==> src/common/rps_pkg.sv <==
// Package of constants and types shared by the reset and PHY power sequencer
package rps_pkg;

	// ****************************************
	// Clock and timing
	// ****************************************
	localparam int unsigned CLK_KHZ = 200000; // 200 MHz system clock
	localparam int unsigned CLK_MHZ = 200;
	localparam int unsigned POR_TIME_MS = 22; // Power-on hold time
	localparam int unsigned SOFT_RESET_BIT_TIME_NS = 2000; // Soft reset self-clear time
	localparam int unsigned PHY_RST_TIME_US = 100; // PHY reset self-clear time
	localparam int unsigned RESUME_TIME_NS = 1000; // Wake to ready, well under 2 ms
	localparam int unsigned EE_CHECK_TIME_NS = 5000; // EEPROM presence check time

	// Derived cycle counts; long ones are defaults of top parameters
	localparam int unsigned POR_CYCLES = POR_TIME_MS * CLK_KHZ;
	localparam int unsigned PHY_RST_CYCLES = PHY_RST_TIME_US * CLK_MHZ;
	localparam int unsigned SOFT_RESET_BIT_CYCLES = (SOFT_RESET_BIT_TIME_NS * CLK_MHZ + 999) / 1000;
	localparam int unsigned RESUME_CYCLES = (RESUME_TIME_NS * CLK_MHZ) / 1000;
	localparam int unsigned EE_CHECK_CYCLES = (EE_CHECK_TIME_NS * CLK_MHZ + 999) / 1000;

	// ****************************************
	// Counter type and timer slots
	// ****************************************
	typedef logic [31:0] rps_cnt_t;
	localparam int TMR_NUM = 6;
	localparam int TMR_POR = 0; // Power-on hold
	localparam int TMR_SOFT_RESET_BIT = 1; // Soft reset
	localparam int TMR_PHYR = 2; // PHY reset from power control
	localparam int TMR_BCR = 3; // PHY reset from basic control
	localparam int TMR_PDN = 4; // PHY reset after general power-down
	localparam int TMR_WAKE = 5; // Resume from sleep
	localparam logic [2:0] SYNC_IDLE_HI = 3'h7; // Pulled-up pin idle pattern
	localparam logic [2:0] SYNC_IDLE_LO = 3'h0;

	// ****************************************
	// Sequencer states
	// ****************************************
	typedef enum logic [2:0] {ST_POR, ST_HWRST, ST_SOFT_RESET_BIT, ST_RUN, ST_SLEEP, ST_WAKE} rps_state_e;

endpackage

==> src/common/rps_tmr_if.sv <==
// Interface carrying start, length and status of one sequencing timer
`timescale 1ns/10ps
interface rps_tmr_if;
	logic start;
	rps_pkg::rps_cnt_t cycles;
	logic busy;
	logic done;

	modport ctl (output start, output cycles, input busy, input done);
	modport tmr (input start, input cycles, output busy, output done);
endinterface

==> src/design/rps_top.sv <==
// Reset sources, ready flag and PHY power-down control of the Ethernet controller
`timescale 1ns/10ps
module rps_top #(
	parameter int unsigned POR_CYCLES = rps_pkg::POR_CYCLES,
	parameter int unsigned PHY_RST_CYCLES = rps_pkg::PHY_RST_CYCLES
) (
	input wire logic CLK,
	input wire logic RST,
	input wire logic HW_RESET_IN_N,
	input wire logic HOST_READ,
	input wire logic HOST_WRITE,
	input wire logic SOFT_RESET_WR,
	input wire logic PHY_RESET_WR,
	input wire logic PHY_BCR_RESET_WR,
	input wire logic SLEEP_WR,
	input wire logic WAKE_WR,
	input wire logic PHY_POWER_DOWN,
	input wire logic ED_POWER_DOWN_EN,
	input wire logic LINE_ENERGY,
	input wire logic ENERGY_IRQ_EN,
	input wire logic ENERGY_IRQ_CLR,
	output logic READY,
	output logic SOFT_RESET_BIT,
	output logic PHY_RESET_BIT,
	output logic PHY_BCR_RESET_BIT,
	output logic EEPROM_BUSY,
	output logic WRITE_ACCEPT,
	output logic RST_PLL,
	output logic RST_HOST_BUS_IFACE,
	output logic RST_SOFT_RESET_PRESERVED,
	output logic RST_MII,
	output logic RST_MAC,
	output logic RST_PHY,
	output logic MAC_ADDR_RELOAD,
	output logic STRAP_LATCH,
	output logic PHY_POWERED,
	output logic PHY_TX_EN,
	output logic ENERGY_PRESENT,
	output logic ENERGY_IRQ_FLAG,
	output logic HOST_IRQ
);

	// ****************************************
	// State record
	// ****************************************
	typedef struct packed {
		rps_pkg::rps_state_e st;
		logic por_go;
		logic first_rd;
		logic irq_flag;
		logic pdn;
		logic [2:0] hw_sync;
		logic hw_lvl;
		logic [2:0] en_sync;
		logic en_lvl;
		logic reload;
		logic strap;
	} rps_main_s;

	// Pin stages start at their idle levels, so no false edge follows reset
	localparam rps_main_s RESET_VAL = '{
		st: rps_pkg::ST_POR,
		por_go: 1'b0,
		first_rd: 1'b0,
		irq_flag: 1'b0,
		pdn: 1'b0,
		hw_sync: rps_pkg::SYNC_IDLE_HI,
		hw_lvl: 1'b1,
		en_sync: rps_pkg::SYNC_IDLE_LO,
		en_lvl: 1'b0,
		reload: 1'b0,
		strap: 1'b0
	};

	rps_main_s s_q;
	rps_main_s s_d;

	// ****************************************
	// Timers
	// ****************************************
	rps_tmr_if tmr [rps_pkg::TMR_NUM + 1] ();
	logic [rps_pkg::TMR_NUM:0] t_start;
	logic [rps_pkg::TMR_NUM:0] t_busy;
	logic [rps_pkg::TMR_NUM:0] t_done;
	rps_pkg::rps_cnt_t t_len [rps_pkg::TMR_NUM + 1];
	localparam int TMR_EE_SLOT = rps_pkg::TMR_NUM;

	// Lengths of each timer
	assign t_len[rps_pkg::TMR_POR] = rps_pkg::rps_cnt_t'(POR_CYCLES);
	assign t_len[rps_pkg::TMR_SOFT_RESET_BIT] = rps_pkg::rps_cnt_t'(rps_pkg::SOFT_RESET_BIT_CYCLES);
	assign t_len[rps_pkg::TMR_PHYR] = rps_pkg::rps_cnt_t'(PHY_RST_CYCLES);
	assign t_len[rps_pkg::TMR_BCR] = rps_pkg::rps_cnt_t'(PHY_RST_CYCLES);
	assign t_len[rps_pkg::TMR_PDN] = rps_pkg::rps_cnt_t'(PHY_RST_CYCLES);
	assign t_len[rps_pkg::TMR_WAKE] = rps_pkg::rps_cnt_t'(rps_pkg::RESUME_CYCLES);
	assign t_len[TMR_EE_SLOT] = rps_pkg::rps_cnt_t'(rps_pkg::EE_CHECK_CYCLES);

	// One timer per sequenced interval
	for (genvar g = 0; g <= rps_pkg::TMR_NUM; g++) begin : g_tmr
		assign tmr[g].start = t_start[g];
		assign tmr[g].cycles = t_len[g];
		assign t_busy[g] = tmr[g].busy;
		assign t_done[g] = tmr[g].done;
		rps_timer u_tmr (
			.clk(CLK),
			.rst(RST),
			.t(tmr[g])
		);
	end

	// ****************************************
	// Decodes
	// ****************************************
	// True in states where every domain is held
	function automatic logic full_reset(input rps_pkg::rps_state_e st);
		full_reset = (st == rps_pkg::ST_POR) || (st == rps_pkg::ST_HWRST);
	endfunction

	// Two-stage agreement pin filter: the level moves once the two later stages agree
	function automatic logic pin_filter(input logic [2:0] sync, input logic lvl);
		pin_filter = (sync[1] == sync[2]) ? sync[2] : lvl;
	endfunction

	// Ready, write gate, energy edge and energy-detect power-down
	logic ready;
	logic wr_ok;
	logic en_rise;
	logic ed_down;

	// Ready only in run; writes further wait for the first read
	assign ready = (s_q.st == rps_pkg::ST_RUN);
	assign wr_ok = ready && s_q.first_rd;
	assign en_rise = pin_filter(s_q.en_sync, s_q.en_lvl) && !s_q.en_lvl;
	assign ed_down = ED_POWER_DOWN_EN && !s_q.en_lvl;

	// ****************************************
	// Sequencer next state
	// ****************************************
	always_comb begin
		s_d = s_q;
		t_start = '0;
		s_d.reload = 1'b0;
		s_d.strap = 1'b0;
		// Three-stage pin synchronisers; first stage feeds only the second
		s_d.hw_sync = {s_q.hw_sync[1:0], HW_RESET_IN_N};
		s_d.hw_lvl = pin_filter(s_q.hw_sync, s_q.hw_lvl);
		s_d.en_sync = {s_q.en_sync[1:0], LINE_ENERGY};
		s_d.en_lvl = pin_filter(s_q.en_sync, s_q.en_lvl);
		// A host read marks the first read after a reset or wake
		if (HOST_READ) begin
			s_d.first_rd = 1'b1;
		end
		case (s_q.st)
			rps_pkg::ST_POR: begin
				// First cycle after release loads the hold timer
				if (!s_q.por_go) begin
					s_d.por_go = 1'b1;
					t_start[rps_pkg::TMR_POR] = 1'b1;
				end else if (t_done[rps_pkg::TMR_POR]) begin
					s_d.st = rps_pkg::ST_RUN;
					s_d.reload = 1'b1;
					s_d.strap = 1'b1;
					t_start[TMR_EE_SLOT] = 1'b1;
				end
			end
			rps_pkg::ST_HWRST: begin
				// Released as soon as the filtered input returns high
				if (s_q.hw_lvl) begin
					s_d.st = rps_pkg::ST_RUN;
					s_d.reload = 1'b1;
					s_d.strap = 1'b1;
					t_start[TMR_EE_SLOT] = 1'b1;
				end
			end
			rps_pkg::ST_SOFT_RESET_BIT: begin
				// Domains stay held until the self-clearing bit drops
				if (t_done[rps_pkg::TMR_SOFT_RESET_BIT]) begin
					s_d.st = rps_pkg::ST_RUN;
					s_d.reload = 1'b1;
					t_start[TMR_EE_SLOT] = 1'b1;
				end
			end
			rps_pkg::ST_RUN: begin
				// Soft reset and sleep entries reopen the first-read gate
				if (SOFT_RESET_WR && wr_ok) begin
					s_d.st = rps_pkg::ST_SOFT_RESET_BIT;
					s_d.first_rd = HOST_READ;
					t_start[rps_pkg::TMR_SOFT_RESET_BIT] = 1'b1;
				end else if (SLEEP_WR && wr_ok) begin
					s_d.st = rps_pkg::ST_SLEEP;
					s_d.first_rd = HOST_READ;
				end
			end
			rps_pkg::ST_SLEEP: begin
				// Only the wake write is honoured while asleep
				if (WAKE_WR) begin
					s_d.st = rps_pkg::ST_WAKE;
					s_d.first_rd = HOST_READ;
					t_start[rps_pkg::TMR_WAKE] = 1'b1;
				end
			end
			rps_pkg::ST_WAKE: begin
				// Resume ends when the wake timer runs out
				if (t_done[rps_pkg::TMR_WAKE]) begin
					s_d.st = rps_pkg::ST_RUN;
				end
			end
			default: begin
				// An illegal code falls back to the power-on hold
				s_d.st = rps_pkg::ST_POR;
				s_d.por_go = 1'b0;
			end
		endcase
		// Hardware reset overrides all but the power-on hold
		if (!s_q.hw_lvl && (s_q.st != rps_pkg::ST_POR)) begin
			s_d.st = rps_pkg::ST_HWRST;
			s_d.first_rd = 1'b0;
		end
		// PHY-only resets, each from its own self-clearing bit
		// A write while running reloads the timer and lengthens the reset
		if (PHY_RESET_WR && wr_ok) begin
			t_start[rps_pkg::TMR_PHYR] = 1'b1;
		end
		if (PHY_BCR_RESET_WR && wr_ok) begin
			t_start[rps_pkg::TMR_BCR] = 1'b1;
		end
		// Leaving general power-down resets the PHY
		s_d.pdn = PHY_POWER_DOWN;
		if (s_q.pdn && !PHY_POWER_DOWN) begin
			t_start[rps_pkg::TMR_PDN] = 1'b1;
		end
		// Energy flag: the clear loses to a wake in the same cycle
		if (ENERGY_IRQ_CLR) begin
			s_d.irq_flag = 1'b0;
		end
		if (ED_POWER_DOWN_EN && en_rise) begin
			s_d.irq_flag = 1'b1;
		end
		if (full_reset(s_q.st)) begin
			s_d.irq_flag = 1'b0;
		end
	end

	// ****************************************
	// State register
	// ****************************************
	always_ff @(posedge CLK or posedge RST) begin
		if (RST) begin
			s_q <= RESET_VAL;
		end else begin
			s_q <= s_d;
		end
	end

	// ****************************************
	// Status and reset outputs
	// ****************************************
	// Ready and the self-clearing bits follow the state and timers
	assign READY = ready;
	assign SOFT_RESET_BIT = t_busy[rps_pkg::TMR_SOFT_RESET_BIT];
	assign PHY_RESET_BIT = t_busy[rps_pkg::TMR_PHYR];
	assign PHY_BCR_RESET_BIT = t_busy[rps_pkg::TMR_BCR];
	assign EEPROM_BUSY = t_busy[TMR_EE_SLOT];
	assign WRITE_ACCEPT = HOST_WRITE && wr_ok;

	// Domain resets per source
	assign RST_PLL = full_reset(s_q.st);
	assign RST_SOFT_RESET_PRESERVED = full_reset(s_q.st);
	assign RST_HOST_BUS_IFACE = full_reset(s_q.st) || (s_q.st == rps_pkg::ST_SOFT_RESET_BIT);
	assign RST_MII = full_reset(s_q.st) || (s_q.st == rps_pkg::ST_SOFT_RESET_BIT);
	assign RST_MAC = full_reset(s_q.st) || (s_q.st == rps_pkg::ST_SOFT_RESET_BIT);
	assign RST_PHY = full_reset(s_q.st) || t_busy[rps_pkg::TMR_PHYR] || t_busy[rps_pkg::TMR_BCR]
		|| t_busy[rps_pkg::TMR_PDN];
	assign MAC_ADDR_RELOAD = s_q.reload;
	assign STRAP_LATCH = s_q.strap;

	// PHY power: energy-detect down keeps its state, no reset on wake
	assign PHY_POWERED = !PHY_POWER_DOWN && !ed_down;
	assign PHY_TX_EN = PHY_POWERED && !RST_PHY;
	assign ENERGY_PRESENT = s_q.en_lvl;
	assign ENERGY_IRQ_FLAG = s_q.irq_flag;
	assign HOST_IRQ = s_q.irq_flag && ENERGY_IRQ_EN;

endmodule

==> src/design/rps_timer.sv <==
// One-shot cycle timer: busy for exactly the loaded number of cycles
`timescale 1ns/10ps
module rps_timer (
	input wire logic clk,
	input wire logic rst,
	rps_tmr_if.tmr t
);

	typedef struct packed {
		logic busy;
		rps_pkg::rps_cnt_t cnt;
	} rps_tmr_s;

	rps_tmr_s s_q;
	rps_tmr_s s_d;

	// A start reloads the count, even while already running
	always_comb begin
		s_d = s_q;
		if (t.start) begin
			s_d.busy = 1'b1;
			s_d.cnt = t.cycles;
		end else if (s_q.busy) begin
			s_d.cnt = rps_pkg::rps_cnt_t'(s_q.cnt - 32'h0000_0001);
			if (s_q.cnt <= 32'h0000_0001) begin
				s_d.busy = 1'b0;
			end
		end
	end

	// State register
	always_ff @(posedge clk or posedge rst) begin
		if (rst) begin
			s_q <= '0;
		end else begin
			s_q <= s_d;
		end
	end

	// Status toward the sequencer
	assign t.busy = s_q.busy;
	assign t.done = s_q.busy && (s_q.cnt == 32'h0000_0001) && !t.start;

endmodule

==> config.mk <==
export PLATFORM = sky130hd
export DESIGN_NAME = rps_top
export DESIGN_NICKNAME = d
export VERILOG_FILES = /design/src/common/rps_pkg.sv /design/src/common/rps_tmr_if.sv /design/src/design/rps_top.sv /design/src/design/rps_timer.sv
export SDC_FILE = /design/constraint.sdc
export NUM_CORES = 1
export LEC_CHECK = 0
export BUFFER_PORTS_ARGS = -buffer_cell sky130_fd_sc_hd__buf_4
export CAP_MARGIN = 20
export CORE_MARGIN = 2
export CORE_UTILIZATION = 58
export CTS_CLUSTER_DIAMETER = 30
export DETAILED_ROUTE_END_ITERATION = 8
export GPL_TIMING_DRIVEN = 1
export MAX_ROUTING_LAYER = met4
export PLACE_DENSITY = 0.83
export SETUP_SLACK_MARGIN = 0.2
export SLEW_MARGIN = 20
export SYNTH_ARGS = -nofsm -noshare
export SYNTH_HDL_FRONTEND = slang
export SYNTH_HIERARCHICAL = 1
export SYNTH_SLANG_ARGS = --single-unit
==> constraint.sdc <==
create_clock -name CLK -period 3.4 [get_ports CLK]
set_input_delay 0 -clock CLK [delete_from_list [all_inputs] [get_ports CLK]]
set_output_delay 0 -clock CLK [all_outputs]
set_load 0.01 [all_outputs]
==> metrics.cfg <==
[power]
total_power_uw = 15900
peakVddDrop_mv = 0.566
powerDensity_nw_per_um2 = 832
leakage_uw = 0.00704

[route]
detail-route-antenna-nets = 0
drt_first_iter_violations = 1279
wl_um = 38800
first_pass_iters = 7
vias = 14500
drt-wirelength-per-cell_um = 16.1
drc = 4
vias_per_cell = 6.02

[clocking]
clk_pin_slew_worst_paths_ns = 0.05
clkLatencyLatePin_ns = 0.57
clockBufferDepth = 3
clock_sinks = 248
htree_levels = 2
cts_tree = yes
cts_buffers = 59
cts_root_buf = clkbuf_16

[setup_path]
cp.required_ns = 3.84
worst_setup_path_end_kind = flip-flop
path_class = flip-flop to flip-flop
startpoint_type = flip-flop
crit_arrival_ns = 3.59
crit_fanout = 9

[global_routing]
grt_first_pass_wirelength_um = 66300
antenna_found_initial = 0
track_usage_pct = 28.6
grt_max_degree = 44
grt_pass1_vias = 14100
gr-total-overflow = 0

[place]
portBuffers = 33
dp_hpwl_um = 24800
dp_slack_ns = -0.0345
gp_congestion = 0.864

[die]
core_sq_um = 26100
initial_core_util_pct = 59.2
die_y_um = 167
die_x_um = 167
die_area_sq_um = 28000
ioPinCount = 34
rows = 59

[timing]
worst_slack_ns = 0.247
layout_min_cycle_time_ns = 3.15
fmax_ghz = 0.317
skew_ns = 0.0207
rsz0062_at_grt = yes
max_slew_margin_pct = 43.1
finalCritPeriodShare_pct = 92.7
setup_viol = 0
tightestPinTransition_ns = 0.846
final_max_slew_viol_count = 0
timing_hold_violations_final = 0

[layout]
area_growth_pct = 23.3
final_nets = 2050
drive_gt1_share_pct = 13.9
diodes = 0

[hold_path]
min_path_type = input port to flip-flop

[synthesis]
synth_area_sq_um = 15500
syn_area_per_cell_sq_um = 8.87
syn_inst = 1743
synth_warnings = 6

[job]
drv_cap = 0

[outcome]
status = complete, but fails checks
violations = DRC

placed cells by master, fill, tap and decap left out, types with 12 or more instances in the layout:
cell type and count:
nor2b_1 21, buf_4 75, nor4_1 44, dfrtp_1 243, nor3_2 18, inv_1 33
or4_1 60, or4_4 12, nor3_1 44, nand4_1 45, a21oi_1 14, nand4bb_1 19
o211ai_1 12, o21ai_1 13, or3_1 81, o41ai_1 33, ha_1 14, nand2_1 160
a31oi_1 95, nor2_1 171, clkbuf_16 59, or2_2 26, a22oi_1 14, nand3_1 53
conb_1 224, o21ai_0 133, xor2_1 44, xnor2_1 44, nand4b_1 20, o31ai_1 41
final timing paths:
check                                  startpoint                      to  slack, ns  cells after the start
min in group asynchronous                     RST   g_tmr[2].u_tmr/s_q[7]       0.12                      3
max in group asynchronous                     RST   g_tmr[5].u_tmr/s_q[5]       2.49                      4
setup / recovery           g_tmr[0].u_tmr/s_q[25]  g_tmr[6].u_tmr/s_q[30]       0.25                     13
hold / removal                           SLEEP_WR                 s_q[15]       0.05                      5
setup reg to reg           g_tmr[0].u_tmr/s_q[25]  g_tmr[6].u_tmr/s_q[30]       0.25                     13
hold reg to reg                            s_d[4]                  s_d[5]       0.35                      0
sequential cells by signal (all words and copies together) (netlist names):
name and cells:
ENERGY_IRQ_FLAG 1, ENERGY_PRESENT 1, MAC_ADDR_RELOAD 1, STRAP_LATCH 1, g_tmr.u_tmr/s_q 224, g_tmr.u_tmr/t.busy 7
s_d 4, s_q 9
metal layers:
layer,track usage (%),part of all wire [%],vias to the layer above
met3,4.07,4.8,113
met1,34.9,42,6974
met2,48.6,50,427
li1,-,-,6953
met5,-,0,-
met4,10.5,2.8,0
metrics by stage:
stage	cells	area [sq um]	setup TNS, ns	hold WS [ns]	utilization [%]
after CTS	2400	19000	0	0.0405	72.8
after global placement	2279	16800	0	0.107	64.3
after floorplan	1965	16300	0	-0.0768	-
after detailed placement	2279	16800	-0.0844	0.0997	64.3
after global routing	2405	19100	0	0.0631	73.0
final	2405	19100	0	0.0516	73.0
worst max-delay path: stages, from the launching register on:
cell	delay, ns
dfrtp_1	0.40
or4_4	0.58
or4_4	0.46
nor4_4	0.18
and4_1	0.23
nand2_1	0.08
nor2_2	0.10
a211oi_1	0.08
a211oi_4	0.21
buf_12	0.16
buf_4	0.13
nor2b_1	0.07
a22oi_1	0.23
nand3_1	0.12
report_power, final:
group	leakage (uW)	switching, uW	total [uW]	internal (uW)
Clock	0.000996	1820	5870	4050
Sequential	0.00273	1560	5680	4120
Combinational	0.00332	2360	4320	1970
timing repair:
| item | CTS | global route |
|---|---|---|
| gates resized for setup | 1 | 6 |
| hold endpoints to repair | 198 | 0 |
| hold buffers | 10 | 0 |
| pin swaps | 2 | 6 |
| cloned | 0 | 0 |
| setup endpoints to repair | 33 | 31 |
| buffers inserted | 1 | 5 |
layout make-up:
type                            count  area (sq um)
Sequential cell                   248          6210
Inverter                           33           124
Fill cell                        1820          7060
Clock inverter                     43           557
Multi-Input combinational cell   1593          9560
Timing Repair Buffer               86           683
Clock buffer                       67          1530
Tap cell                          335           419
No activity file was read; power rests on OpenSTA's default activity.
